--- src/pmesp_pkg.sv ---
package pmesp_pkg;
  // Number of event sources feeding the status alert
  localparam int unsigned EVENT_COUNT = 8;
  // Number of buck rails and LDO rails watched by the rails-ok logic
  localparam int unsigned BUCK_COUNT = 3;
  localparam int unsigned LDO_COUNT = 2;
  // Depth of the input synchroniser
  localparam int unsigned SYNC_STAGES = 2;
  // Values after reset
  localparam logic RST_EVENT_BIT = 1'b0;
  localparam logic RST_SYNC_BIT = 1'b0;
  localparam logic RST_PIN_BIT = 1'b1;

  // Power state of the output regulators
  typedef enum logic [1:0] {
    PMESP_OFF,
    PMESP_ON,
    PMESP_FORCED_OFF
  } pmesp_pwr_t;
endpackage : pmesp_pkg

--- src/pmesp_sync.sv ---
`timescale 1ns/1ps
// Two-stage synchroniser for a group of pin levels
module pmesp_sync #(
  parameter int unsigned WIDTH = 1
) (
  input wire logic clk,
  input wire logic rst_n,
  input wire logic ce,
  input wire logic [WIDTH-1:0] d,
  output logic [WIDTH-1:0] q
);
  // Both stages; the first is read only by the second
  typedef struct packed {
    logic [WIDTH-1:0] meta;
    logic [WIDTH-1:0] stable;
  } pmesp_sync_state_t;

  pmesp_sync_state_t st_r; // Registered state
  pmesp_sync_state_t st_nxt; // Next state

  // Shift the pin level through two stages
  always_comb begin
    st_nxt = st_r;
    if (ce) begin
      st_nxt.meta = d;
      st_nxt.stable = st_r.meta;
    end
  end

  // Register the state; both stages clear to the reset level
  always_ff @(posedge clk or negedge rst_n) begin
    if (!rst_n) begin
      st_r.meta <= {WIDTH{pmesp_pkg::RST_SYNC_BIT}};
      st_r.stable <= {WIDTH{pmesp_pkg::RST_SYNC_BIT}};
    end else begin
      st_r <= st_nxt;
    end
  end

  assign q = st_r.stable;
endmodule // pmesp_sync

--- src/pmesp_enable_status.sv ---
`timescale 1ns/1ps
module pmesp_enable_status #(
  parameter int unsigned EVENTS = pmesp_pkg::EVENT_COUNT,
  parameter int unsigned BUCKS = pmesp_pkg::BUCK_COUNT,
  parameter int unsigned LDOS = pmesp_pkg::LDO_COUNT
) (
  input wire logic CLK,
  input wire logic RST_N,
  input wire logic CE,
  // Regulator-enable pin from the host
  input wire logic REGULATOR_ENABLE_PIN,
  // Rails-ok pin: input level, output, output enable
  input wire logic RAILS_OK_PIN_I,
  output logic RAILS_OK_PIN_O,
  output logic RAILS_OK_PIN_OE,
  // Rails-ok direction: 1 selects input mode
  input wire logic RAILS_OK_INPUT_MODE,
  // Status alert pin, open drain: output and output enable
  output logic STATUS_ALERT_N_O,
  output logic STATUS_ALERT_N_OE,
  // Event causes, same-clock levels from monitors
  input wire logic [EVENTS-1:0] EVENT_CAUSE,
  // Software clear, one-cycle pulse per event
  input wire logic [EVENTS-1:0] EVENT_CLEAR,
  // Tolerance monitors, same-clock levels
  input wire logic BULK_OK,
  input wire logic [BUCKS-1:0] BUCK_ENABLED,
  input wire logic [BUCKS-1:0] BUCK_OK,
  input wire logic [LDOS-1:0] LDO_OK,
  // Regulator enables toward the analog side
  output logic BUCK_RUN,
  output logic LDO_RUN,
  // Pending event flags for readback
  output logic [EVENTS-1:0] EVENT_PENDING
);

  // All module state except the synchroniser stages
  typedef struct packed {
    logic [EVENTS-1:0] pending;
    pmesp_pkg::pmesp_pwr_t pwr;
    logic rails_low;
  } pmesp_state_t;

  pmesp_state_t st_r; // Registered state
  pmesp_state_t st_nxt; // Next state
  logic en_s; // Synchronised regulator-enable
  logic rok_s; // Synchronised rails-ok input
  logic rails_good; // All watched rails in tolerance

  // Synchronise both pin inputs
  pmesp_sync #(
    .WIDTH(2)
  ) u_sync (
    .clk(CLK),
    .rst_n(RST_N),
    .ce(CE),
    .d({REGULATOR_ENABLE_PIN, RAILS_OK_PIN_I}),
    .q({en_s, rok_s})
  );

  logic forced_req; // Input mode with the pin seen low
  logic alert_any; // At least one flag pending

  // Next value of the event flags
  // A flag is set by its cause and cleared only by a clear
  // that arrives while the cause is gone
  function automatic logic [EVENTS-1:0] pending_next(
    input logic [EVENTS-1:0] cur,
    input logic [EVENTS-1:0] cause,
    input logic [EVENTS-1:0] clear
  );
    logic [EVENTS-1:0] kept;
    // Drop only the flags that software clears
    kept = cur & ~clear;
    // Set wins, so a live cause keeps or re-arms its flag
    return kept | cause;
  endfunction

  // True when any enabled buck is out of tolerance
  // Disabled bucks never count as a fault
  function automatic logic buck_fault_any(
    input logic [BUCKS-1:0] enabled,
    input logic [BUCKS-1:0] ok
  );
    logic [BUCKS-1:0] bad;
    // One bit per enabled and failing buck
    bad = enabled & ~ok;
    return |bad;
  endfunction

  // True when bulk, enabled bucks and every LDO are in tolerance
  function automatic logic rails_in_tol(
    input logic bulk,
    input logic [BUCKS-1:0] enabled,
    input logic [BUCKS-1:0] ok,
    input logic [LDOS-1:0] ldo
  );
    logic good;
    // Bulk below its threshold is a fault on its own
    good = bulk;
    // Any enabled buck out of band is a fault
    if (buck_fault_any(enabled, ok)) begin
      good = 1'b0;
    end
    // Every LDO is watched, whether loaded or not
    if (!(&ldo)) begin
      good = 1'b0;
    end
    return good;
  endfunction

  // Next power state from the synchronised pins
  // A low rails-ok input in input mode keeps or sends the bucks off;
  // the LDOs stay up in that state
  function automatic pmesp_pkg::pmesp_pwr_t pwr_next(
    input pmesp_pkg::pmesp_pwr_t cur,
    input logic en,
    input logic forced
  );
    pmesp_pkg::pmesp_pwr_t nxt;
    // Hold the state unless a pin asks for a change
    nxt = cur;
    case (cur)
      // Off: enable lands in on, or straight in forced off
      pmesp_pkg::PMESP_OFF: begin
        if (en && forced) begin
          // Never pulse the bucks while the pin is held low
          nxt = pmesp_pkg::PMESP_FORCED_OFF;
        end else if (en) begin
          // Normal power-up
          nxt = pmesp_pkg::PMESP_ON;
        end
      end
      // On: enable low turns all off, pin low turns bucks off
      pmesp_pkg::PMESP_ON: begin
        if (!en) begin
          // Enable has priority over the rails-ok input
          nxt = pmesp_pkg::PMESP_OFF;
        end else if (forced) begin
          // Outside party pulls rails-ok low
          nxt = pmesp_pkg::PMESP_FORCED_OFF;
        end
      end
      // Forced off: enable low turns all off; else wait for the pin or the mode to let go
      pmesp_pkg::PMESP_FORCED_OFF: begin
        if (!en) begin
          // Enable low shuts the LDOs as well
          nxt = pmesp_pkg::PMESP_OFF;
        end else if (!forced) begin
          // Pin back high or mode back to output
          nxt = pmesp_pkg::PMESP_ON;
        end
      end
      default: begin
        // Unused code falls back to all off
        nxt = pmesp_pkg::PMESP_OFF;
      end
    endcase
    return nxt;
  endfunction

  // Disabled bucks are ignored, every LDO counts
  assign rails_good = rails_in_tol(BULK_OK, BUCK_ENABLED, BUCK_OK, LDO_OK);
  // Only the synchronised copy of the pin is read here
  assign forced_req = RAILS_OK_INPUT_MODE && !rok_s;
  // Any flag keeps the alert pulled
  assign alert_any = |st_r.pending;

  // Next-state logic; everything holds while the clock enable is low
  always_comb begin
    st_nxt = st_r;
    if (CE) begin
      // Flag stays while cause present; set wins over clear
      st_nxt.pending = pending_next(st_r.pending, EVENT_CAUSE, EVENT_CLEAR);
      // Output mode pulls low on fault, releases when good
      st_nxt.rails_low = !RAILS_OK_INPUT_MODE && !rails_good;
      // Power state from enable pin and rails-ok input
      st_nxt.pwr = pwr_next(st_r.pwr, en_s, forced_req);
    end
  end

  // State register
  always_ff @(posedge CLK or negedge RST_N) begin
    if (!RST_N) begin
      st_r.pending <= {EVENTS{pmesp_pkg::RST_EVENT_BIT}};
      st_r.pwr <= pmesp_pkg::PMESP_OFF;
      st_r.rails_low <= pmesp_pkg::RST_PIN_BIT;
    end else begin
      st_r <= st_nxt;
    end
  end

  // Alert is the OR of pending flags, driven low while any set
  assign STATUS_ALERT_N_O = 1'b0;
  assign STATUS_ALERT_N_OE = alert_any;
  // Pull-down only in output mode; released in input mode
  assign RAILS_OK_PIN_O = 1'b0;
  assign RAILS_OK_PIN_OE = st_r.rails_low && !RAILS_OK_INPUT_MODE;
  // Bucks run only when on; LDOs stay on during forced off
  assign BUCK_RUN = (st_r.pwr == pmesp_pkg::PMESP_ON);
  assign LDO_RUN = (st_r.pwr != pmesp_pkg::PMESP_OFF);
  assign EVENT_PENDING = st_r.pending;
endmodule // pmesp_enable_status

--- config.mk ---
export PLATFORM = sky130hd
export DESIGN_NAME = pmesp_enable_status
export DESIGN_NICKNAME = d
export VERILOG_FILES = /design/src/pmesp_pkg.sv /design/src/pmesp_sync.sv /design/src/pmesp_enable_status.sv
export SDC_FILE = /design/constraint.sdc
export NUM_CORES = 1
export LEC_CHECK = 0
export ABC_AREA = 1
export BUFFER_PORTS_ARGS = -buffer_cell sky130_fd_sc_hd__buf_2
export CAP_MARGIN = 25
export CORE_MARGIN = 4
export CORE_UTILIZATION = 43
export CTS_CLUSTER_DIAMETER = 50
export DETAILED_ROUTE_END_ITERATION = 8
export PLACE_DENSITY = 0.9
export SLEW_MARGIN = 20
export SYNTH_ARGS = -nofsm -noshare
export SYNTH_HDL_FRONTEND = slang
export SYNTH_SLANG_ARGS = --single-unit
--- constraint.sdc ---
create_clock -name CLK -period 1.1 [get_ports CLK]
set_input_delay 0.33 -clock CLK [delete_from_list [all_inputs] [get_ports CLK]]
set_output_delay 0.33 -clock CLK [all_outputs]
set_load 0.02 [all_outputs]
==> results.yml, run 1 <==
logic_synthesis:
  synthMuxAreaShare_pct: 0
  synthFlopType: "dfrtp_1"
  yosysMostFrequentCell: "nand2_1"
  synth_edf_count: 0
  synth_top_family_by_area: "simple AND/OR/NAND/NOR gates"
  synthTopCellsByArea: "dfrtp_1 43%, nand2_1 15%, buf_4 10%, a22o_1 8.7%, nand3_1 5.0%"
  postSynthAreaPerCell_um2: 8.070
  yosys.area.top_type: "dfrtp_1"
  yosys.area_share.simple_pct: 25.27
  async_flop_share_pct: 100.0
  synth_xor_area_share_pct: 0
  netlist_area_um2: 807.0
  synth-seq-cells: 15
  ys_seq_area_share_pct: 46.67
  yosysUniqueCellTypes: 17
  synth_cells: 100
  synth_adder_area_share_pct: 0
  synthTopCellsByCount: "33 x nand2_1, 14 x dfrtp_1, 11 x buf_4"
  synth_compound_area_share_pct: 11.63
  yosysWarningCount: 0
  synth_top_area_share_pct: 43.41
worst_setup_path:
  reg2reg_from: "st_r[2]$_DFFE_PN0P_"
  critPathArrivalTime_ns: 1.21
  worstPathMaxFanout: 2
  timing.rr.end: "st_r[2]$_DFFE_PN0P_"
  worst-path-buf-inv: 1
  r2r_slack_ns: -0.02
  critPathSlowestCell: "dfrtp_1"
  path_cells: "nor4_2, nand2_1, buf_6"
  end_kind: "output pin"
  r2r_cells: 7
  start_kind: "flip-flop"
  crit_required_ns: 0.77
  cpPeakStageDelay_ns: 0.41
  critPathTopFamily: "flip-flops"
  critPathKind: "flip-flop to output pin"
pwr:
  p_per_area_nw_per_um2: 1566
  peakVddDrop_v: 0.0008299
  p_leak_nw: 0.6995
final_layout:
  final_layout_size_suffix_gt1_share_pct: 52.26
  diodes: 0
  area_growth_pct: 61.71
  final_util_pct: 74.77
  final_nets: 187
  multiInputGateArea_um2: 360.3
  fill_cells: 132
  seq_area_um2: 377.9
floorplanning:
  die_w_um: 51.32
  core-area_um2: 1745
  rows: 15
  start_util_pct: 46.24
  fp.dieH_um: 51.32
  die_area_um2: 2634
  io_pins: 45
global_route:
  grt_start_max_net_pins: 16
  overflow: 0
  grt_pass1_wl_um: 3277
  grt_usage_pct: 16.44
  grt_pass1_vias: 819
  grt_antenna_before_repair: 0
cts:
  cts-root-buf: "clkbuf_4"
  cts_sinks: 15
  clock_latency_ns: 0.27
  clkTransAtPathRegs_ns: 0.08
  cts_buffers: 3
  cts_max_path_buffers: 2
  h-tree-depth: 1
  cts_tree: "yes"
sta:
  setup_viol: 14
  rsz0062_at_grt: "yes"
  finalMaxSlewViolations: 0
  skew_ns: 0.0004946
  hold_violations: 0
  fin_crit_ns: 1.537
  fin_ws_ns: -0.4374
  post-route-period-util_pct: 139.8
  fmax_mhz: 650.5
job:
  cap_violations: 0
drt:
  drtIter0Drc: 19
  vias: 844
  vias_per_cell: 4.689
  wire_per_inst_um: 12.14
  drt-total-wl_um: 2185
  drc: 0
  dr.pass1.iters: 4
  drtAntennaViolNets: 0
place:
  dpl.hpwl_um: 1484
  dp_slack_ns: -0.1374
  globalplace.congestion: 0.7421
  portBuffers: 42
hold_path:
  hold_start: "RAILS_OK_PIN_I"
  min_to: "u_sync.st_r[2]$_DFFE_PN0P_"
  holdPathStages: 3
  hold_path_class: "input pin to flip-flop"
run_status:
  run_status: "complete, but fails checks"
  violations: "setup timing"
## area by class of cell
| class | instances | share of cell area, % |
|---|---|---|
| Clock buffer | 4 | 2.013 |
| Inverter | 11 | 3.164 |
| Multi-Input combinational cell | 63 | 27.61 |
| Sequential cell | 15 | 28.95 |
| Tap cell | 25 | 2.397 |
| Timing Repair Buffer | 62 | 35.86 |
## worst reg2reg max path, delay by kind of cell (launching register included)
family / cells / cell delay [ns]
DFF: 1 / 0.45
and+or+nand+nor: 5 / 0.39
buffers and inverters: 2 / 0.19
## report_power, final
part | switching [mW] | leakage [nW] | total (mW) | internal [mW]
clock network | 0.166 | 0.0150 | 0.306 | 0.140
logic | 0.484 | 0.510 | 1.00 | 0.520
registers | 0.0928 | 0.175 | 0.732 | 0.639
total | 0.743 | 0.700 | 2.04 | 1.30
## registers in the layout (all words and copies together), names as in the netlist
signal         cells
EVENT_PENDING      8
st_r               3
u_sync.q           2
u_sync.st_r        2
## cell usage in the layout, fill, tap and decap left out
| master | Yosys | routed |
|---|---|---|
| a21oi_4 | 0 | 1 |
| nor2_4 | 0 | 1 |
| a22o_1 | 8 | 8 |
| clkbuf_1 | 0 | 1 |
| dfrtp_1 | 14 | 13 |
| inv_1 | 10 | 8 |
| nand3_1 | 8 | 6 |
| nand3_2 | 0 | 1 |
| nand2_1 | 33 | 30 |
| o21ai_1 | 1 | 1 |
| o21ai_0 | 2 | 2 |
| dfrtp_2 | 0 | 1 |
| buf_2 | 1 | 30 |
| nor2_1 | 4 | 2 |
| nand3_4 | 0 | 1 |
| dfstp_2 | 1 | 1 |
| buf_4 | 11 | 11 |
| dlygate4sd3_1 | 0 | 1 |
| nor4_2 | 0 | 2 |
| nand2_2 | 1 | 4 |
| inv_2 | 1 | 3 |
| clkbuf_4 | 0 | 3 |
| buf_6 | 0 | 20 |
| conb_1 | 1 | 2 |
| nor2_2 | 1 | 2 |
## worst max-delay path by stage
stage / startpoint / to / slack [ns] / depth (start not counted)
6_report: EVENT_PENDING[2]$_DFFE_PN0P_ / STATUS_ALERT_N_OE / -0.44 / 3
5_1_grt: EVENT_PENDING[2]$_DFFE_PN0P_ / STATUS_ALERT_N_OE / -0.56 / 3
4_1_cts: EVENT_PENDING[3]$_DFFE_PN0P_ / STATUS_ALERT_N_OE / -0.42 / 3
3_5_place_dp: EVENT_PENDING[6]$_DFFE_PN0P_ / STATUS_ALERT_N_OE / -0.14 / 3
3_3_place_gp: EVENT_PENDING[6]$_DFFE_PN0P_ / STATUS_ALERT_N_OE / -0.13 / 3
2_1_floorplan: EVENT_PENDING[6]$_DFFE_PN0P_ / STATUS_ALERT_N_OE / -0.03 / 2
## metal layers
metal / vias to the layer above / GRT usage, % / share of wire (%)
li1: 422 / - / -
met1: 384 / 20.04 / 42
met2: 38 / 28.97 / 51
met3: 0 / 3.207 / 7.7
met4: 0 / 5.240 / 0
met5: - / 0 / 0
## kinds of logic (layout without fill, tap and decap cells)
group                  count (synthesis)  count (layout)
AOI/OAI and AO/OA                     12              12
and+or+nand+nor                       49              49
buffers and inverters                 23              77
other                                  1               2
DFF                                   15              15
## per-stage QoR
step / hold slack [ns] / power (mW) / setup TNS [ns] / cell area [um2] / std cells
finish: 0.2488 / 2.043 / -2.647 / 1305 / 180
global route: 0.2478 / 2.158 / -3.366 / 1305 / 180
CTS: 0.2420 / 1.880 / -2.557 / 1231 / 177
detailed placement: 0.2478 / 1.351 / -0.1493 / 1057 / 168
global placement: 0.2363 / 1.322 / -0.1277 / 1057 / 168
floorplan: 0.03441 / 1.115 / -0.02935 / 813.3 / 101
## repair_timing
action / 4_1_cts / 5_1_grt
hold endpoints to repair: 14 / 0
endpoints found under the setup margin: 14 / 14
gates resized for setup: 31 / 17
hold buffers: 1 / 0
buffers inserted: 6 / 5
pin swaps: 6 / 5
No activity file was read; power rests on OpenSTA's default activity.
==> inputs of run 2 (changes only) <==
--- a/config.mk
+++ b/config.mk
@@ -12,8 +12,9 @@
 export CORE_UTILIZATION = 43
 export CTS_CLUSTER_DIAMETER = 50
 export DETAILED_ROUTE_END_ITERATION = 8
-export PLACE_DENSITY = 0.9
+export PLACE_DENSITY = 0.89
 export SLEW_MARGIN = 20
 export SYNTH_ARGS = -nofsm -noshare
 export SYNTH_HDL_FRONTEND = slang
+export SYNTH_HIERARCHICAL = 1
 export SYNTH_SLANG_ARGS = --single-unit
==> results.yml, run 2 <==
worst_setup_path:
  path_cells: "nor4_2, nand2_1, buf_2"
  critPathArrivalTime_ns: 1.24
  critPathTopFamily: "flip-flops"
  r2r_slack_ns: -0.10
  timing.rr.end: "st_r[2]$_DFFE_PN0P_"
  crit_required_ns: 0.77
  start_kind: "flip-flop"
  reg2reg_from: "st_r[1]$_DFFE_PN0P_"
  critPathSlowestCell: "dfrtp_1"
  critPathKind: "flip-flop to output pin"
  end_kind: "output pin"
  worstPathMaxFanout: 2
  cpPeakStageDelay_ns: 0.40
  worst-path-buf-inv: 1
  r2r_cells: 6
pwr:
  totalPowerFinal_mw: 2.343
  p_leak_nw: 0.7359
  peakVddDrop_v: 0.0009613
  p_per_area_nw_per_um2: 1686
floorplanning:
  io_pins: 45
  fp.dieH_um: 52.29
  start_util_pct: 47.30
  rows: 15
  die_area_um2: 2734
  core-area_um2: 1783
  die_w_um: 52.29
sta:
  fin_ws_ns: -0.4657
  setup_viol: 14
  hold_violations: 0
  fin_crit_ns: 1.566
  post-route-period-util_pct: 142.3
  rsz0062_at_grt: "yes"
  fmax_mhz: 638.7
  finalMaxSlewViolations: 0
  skew_ns: 0.002028
logic_synthesis:
  synthTopCellsByCount: "34 x nand2_1, 14 x buf_4, 14 x dfrtp_1"
  synth_edf_count: 0
  async_flop_share_pct: 100.0
  yosysWarningCount: 6
  synthTopCellsByArea: "dfrtp_1 42%, nand2_1 15%, buf_4 12%, a22o_1 8.3%, nand3_1 5.9%"
  ys_seq_area_share_pct: 44.66
  postSynthAreaPerCell_um2: 7.808
  synth_cells: 108
  yosysMostFrequentCell: "nand2_1"
  yosys.area.top_type: "dfrtp_1"
  synth_top_area_share_pct: 41.54
  synth-seq-cells: 15
  yosysUniqueCellTypes: 14
  synthFlopType: "dfrtp_1"
  netlist_area_um2: 843.3
global_route:
  grt_pass1_vias: 889
  grt_usage_pct: 20.22
  grt_antenna_before_repair: 0
  grt_pass1_wl_um: 3981
  grt_start_max_net_pins: 17
  overflow: 0
cts:
  cts_buffers: 3
  cts_tree: "yes"
  cts_max_path_buffers: 2
  h-tree-depth: 1
  clkTransAtPathRegs_ns: 0.09
  cts-root-buf: "clkbuf_4"
  clock_latency_ns: 0.29
  cts_sinks: 15
place:
  globalplace.congestion: 0.7846
  placedCellCount: 175
  dpl.hpwl_um: 1687
  portBuffers: 42
  dp_slack_ns: -0.1616
drt:
  vias_per_cell: 5.090
  wire_per_inst_um: 15.56
  drtIter0Drc: 32
  drt-total-wl_um: 2926
  drc: 0
  vias: 957
  drtAntennaViolNets: 0
  dr.pass1.iters: 4
final_layout:
  fill_cells: 114
  largest_register_ff_count: 8
  final-instance-count-excl-fill: 188
  final_layout_size_suffix_gt1_share_pct: 55.21
  final_cell_mix: "31 x buf_2, 30 x nand2_1, 19 x buf_6, 13 x dfrtp_1, 12 x buf_4"
  area_growth_pct: 64.84
  seq_area_um2: 377.9
  diodes: 0
  multiInputGateArea_um2: 414.1
  final_nets: 195
  mostFrequentLayoutCell: "buf_2"
hold_path:
  hold_path_class: "input pin to flip-flop"
  hold_start: "RAILS_OK_PIN_I"
  min_to: "u_sync/st_r[2]$_DFFE_PN0P_"
  holdPathStages: 3
run_status:
  run_status: "complete, but fails checks"
  violations: "setup timing"
job:
  cap_violations: 0
-- run 2: cell count changes after synthesis --
cell and change:
a21oi_2 -1, nand3_1 +2, a21oi_1 +1, buf_4 +3
nand2_1 +1, nor2_1 +3, inv_2 +1, buf_2 -1
o21ai_1 -1, nand2_2 -1, o21ai_0 +1
-- run 2: layer usage --
metal	GRT usage, %	share of wire (%)	vias to the layer above
met5	0	0	-
met4	5.957	1.8	0
met3	5.983	4.9	6
met2	36.57	58	42
met1	22.50	35	466
li1	-	-	443
-- run 2: final cells by class --
cell class	count	area share (%)
Sequential cell	15	27.18
Multi-Input combinational cell	68	29.79
Tap cell	25	2.250
Timing Repair Buffer	64	35.19
Clock inverter	1	0.3600
Inverter	12	3.600
Clock buffer	3	1.620
-- run 2: power breakdown --
group / switching (mW) / internal, mW
logic: 0.658 / 0.611
registers: 0.106 / 0.643
clock network: 0.190 / 0.135
total: 0.954 / 1.39
-- run 2: repair_timing --
action / 4_1_cts / 5_1_grt
hold buffers: 1 / 0
resized for setup: 39 / 22
endpoints found under the setup margin: 14 / 14
endpoints found under the hold margin: 14 / 0
setup buffers: 8 / 10
pin swaps: 7 / 5
-- run 2: kinds of logic after synthesis --
kind of cell | share of synthesized area, %
flops | 44.66
buf+inv | 17.80
other cells | 0.4447
simple gates | 26.41
compound gates | 10.68
-- run 2: tightest hold or removal path: stages --
cell     delay [ns]
buf_2          0.07
nand2_1        0.04
nand2_1        0.05
-- run 2: worst max path at each step --
stage | startpoint | to | slack, ns | cells past startpoint
after floorplan | EVENT_PENDING[6]$_DFFE_PN0P_ | STATUS_ALERT_N_OE | -0.03 | 2
after global placement | EVENT_PENDING[2]$_DFFE_PN0P_ | STATUS_ALERT_N_OE | -0.12 | 3
after detailed placement | EVENT_PENDING[6]$_DFFE_PN0P_ | STATUS_ALERT_N_OE | -0.16 | 3
after CTS | EVENT_PENDING[5]$_DFFE_PN0P_ | STATUS_ALERT_N_OE | -0.44 | 3
after global routing | EVENT_PENDING[7]$_DFFE_PN0P_ | STATUS_ALERT_N_OE | -0.54 | 3
final | EVENT_PENDING[7]$_DFFE_PN0P_ | STATUS_ALERT_N_OE | -0.47 | 3
-- run 2: through the flow --
step	TNS [ns]	utilization (%)	hold WS, ns	cell area [um2]
floorplan	-0.02935	-	0.03441	849.6
global placement	-0.1162	61.47	0.2434	1096
detailed placement	-0.1783	61.47	0.2535	1096
CTS	-2.834	72.63	0.2348	1295
global route	-3.443	77.96	0.2587	1390
finish	-3.095	77.96	0.2402	1390
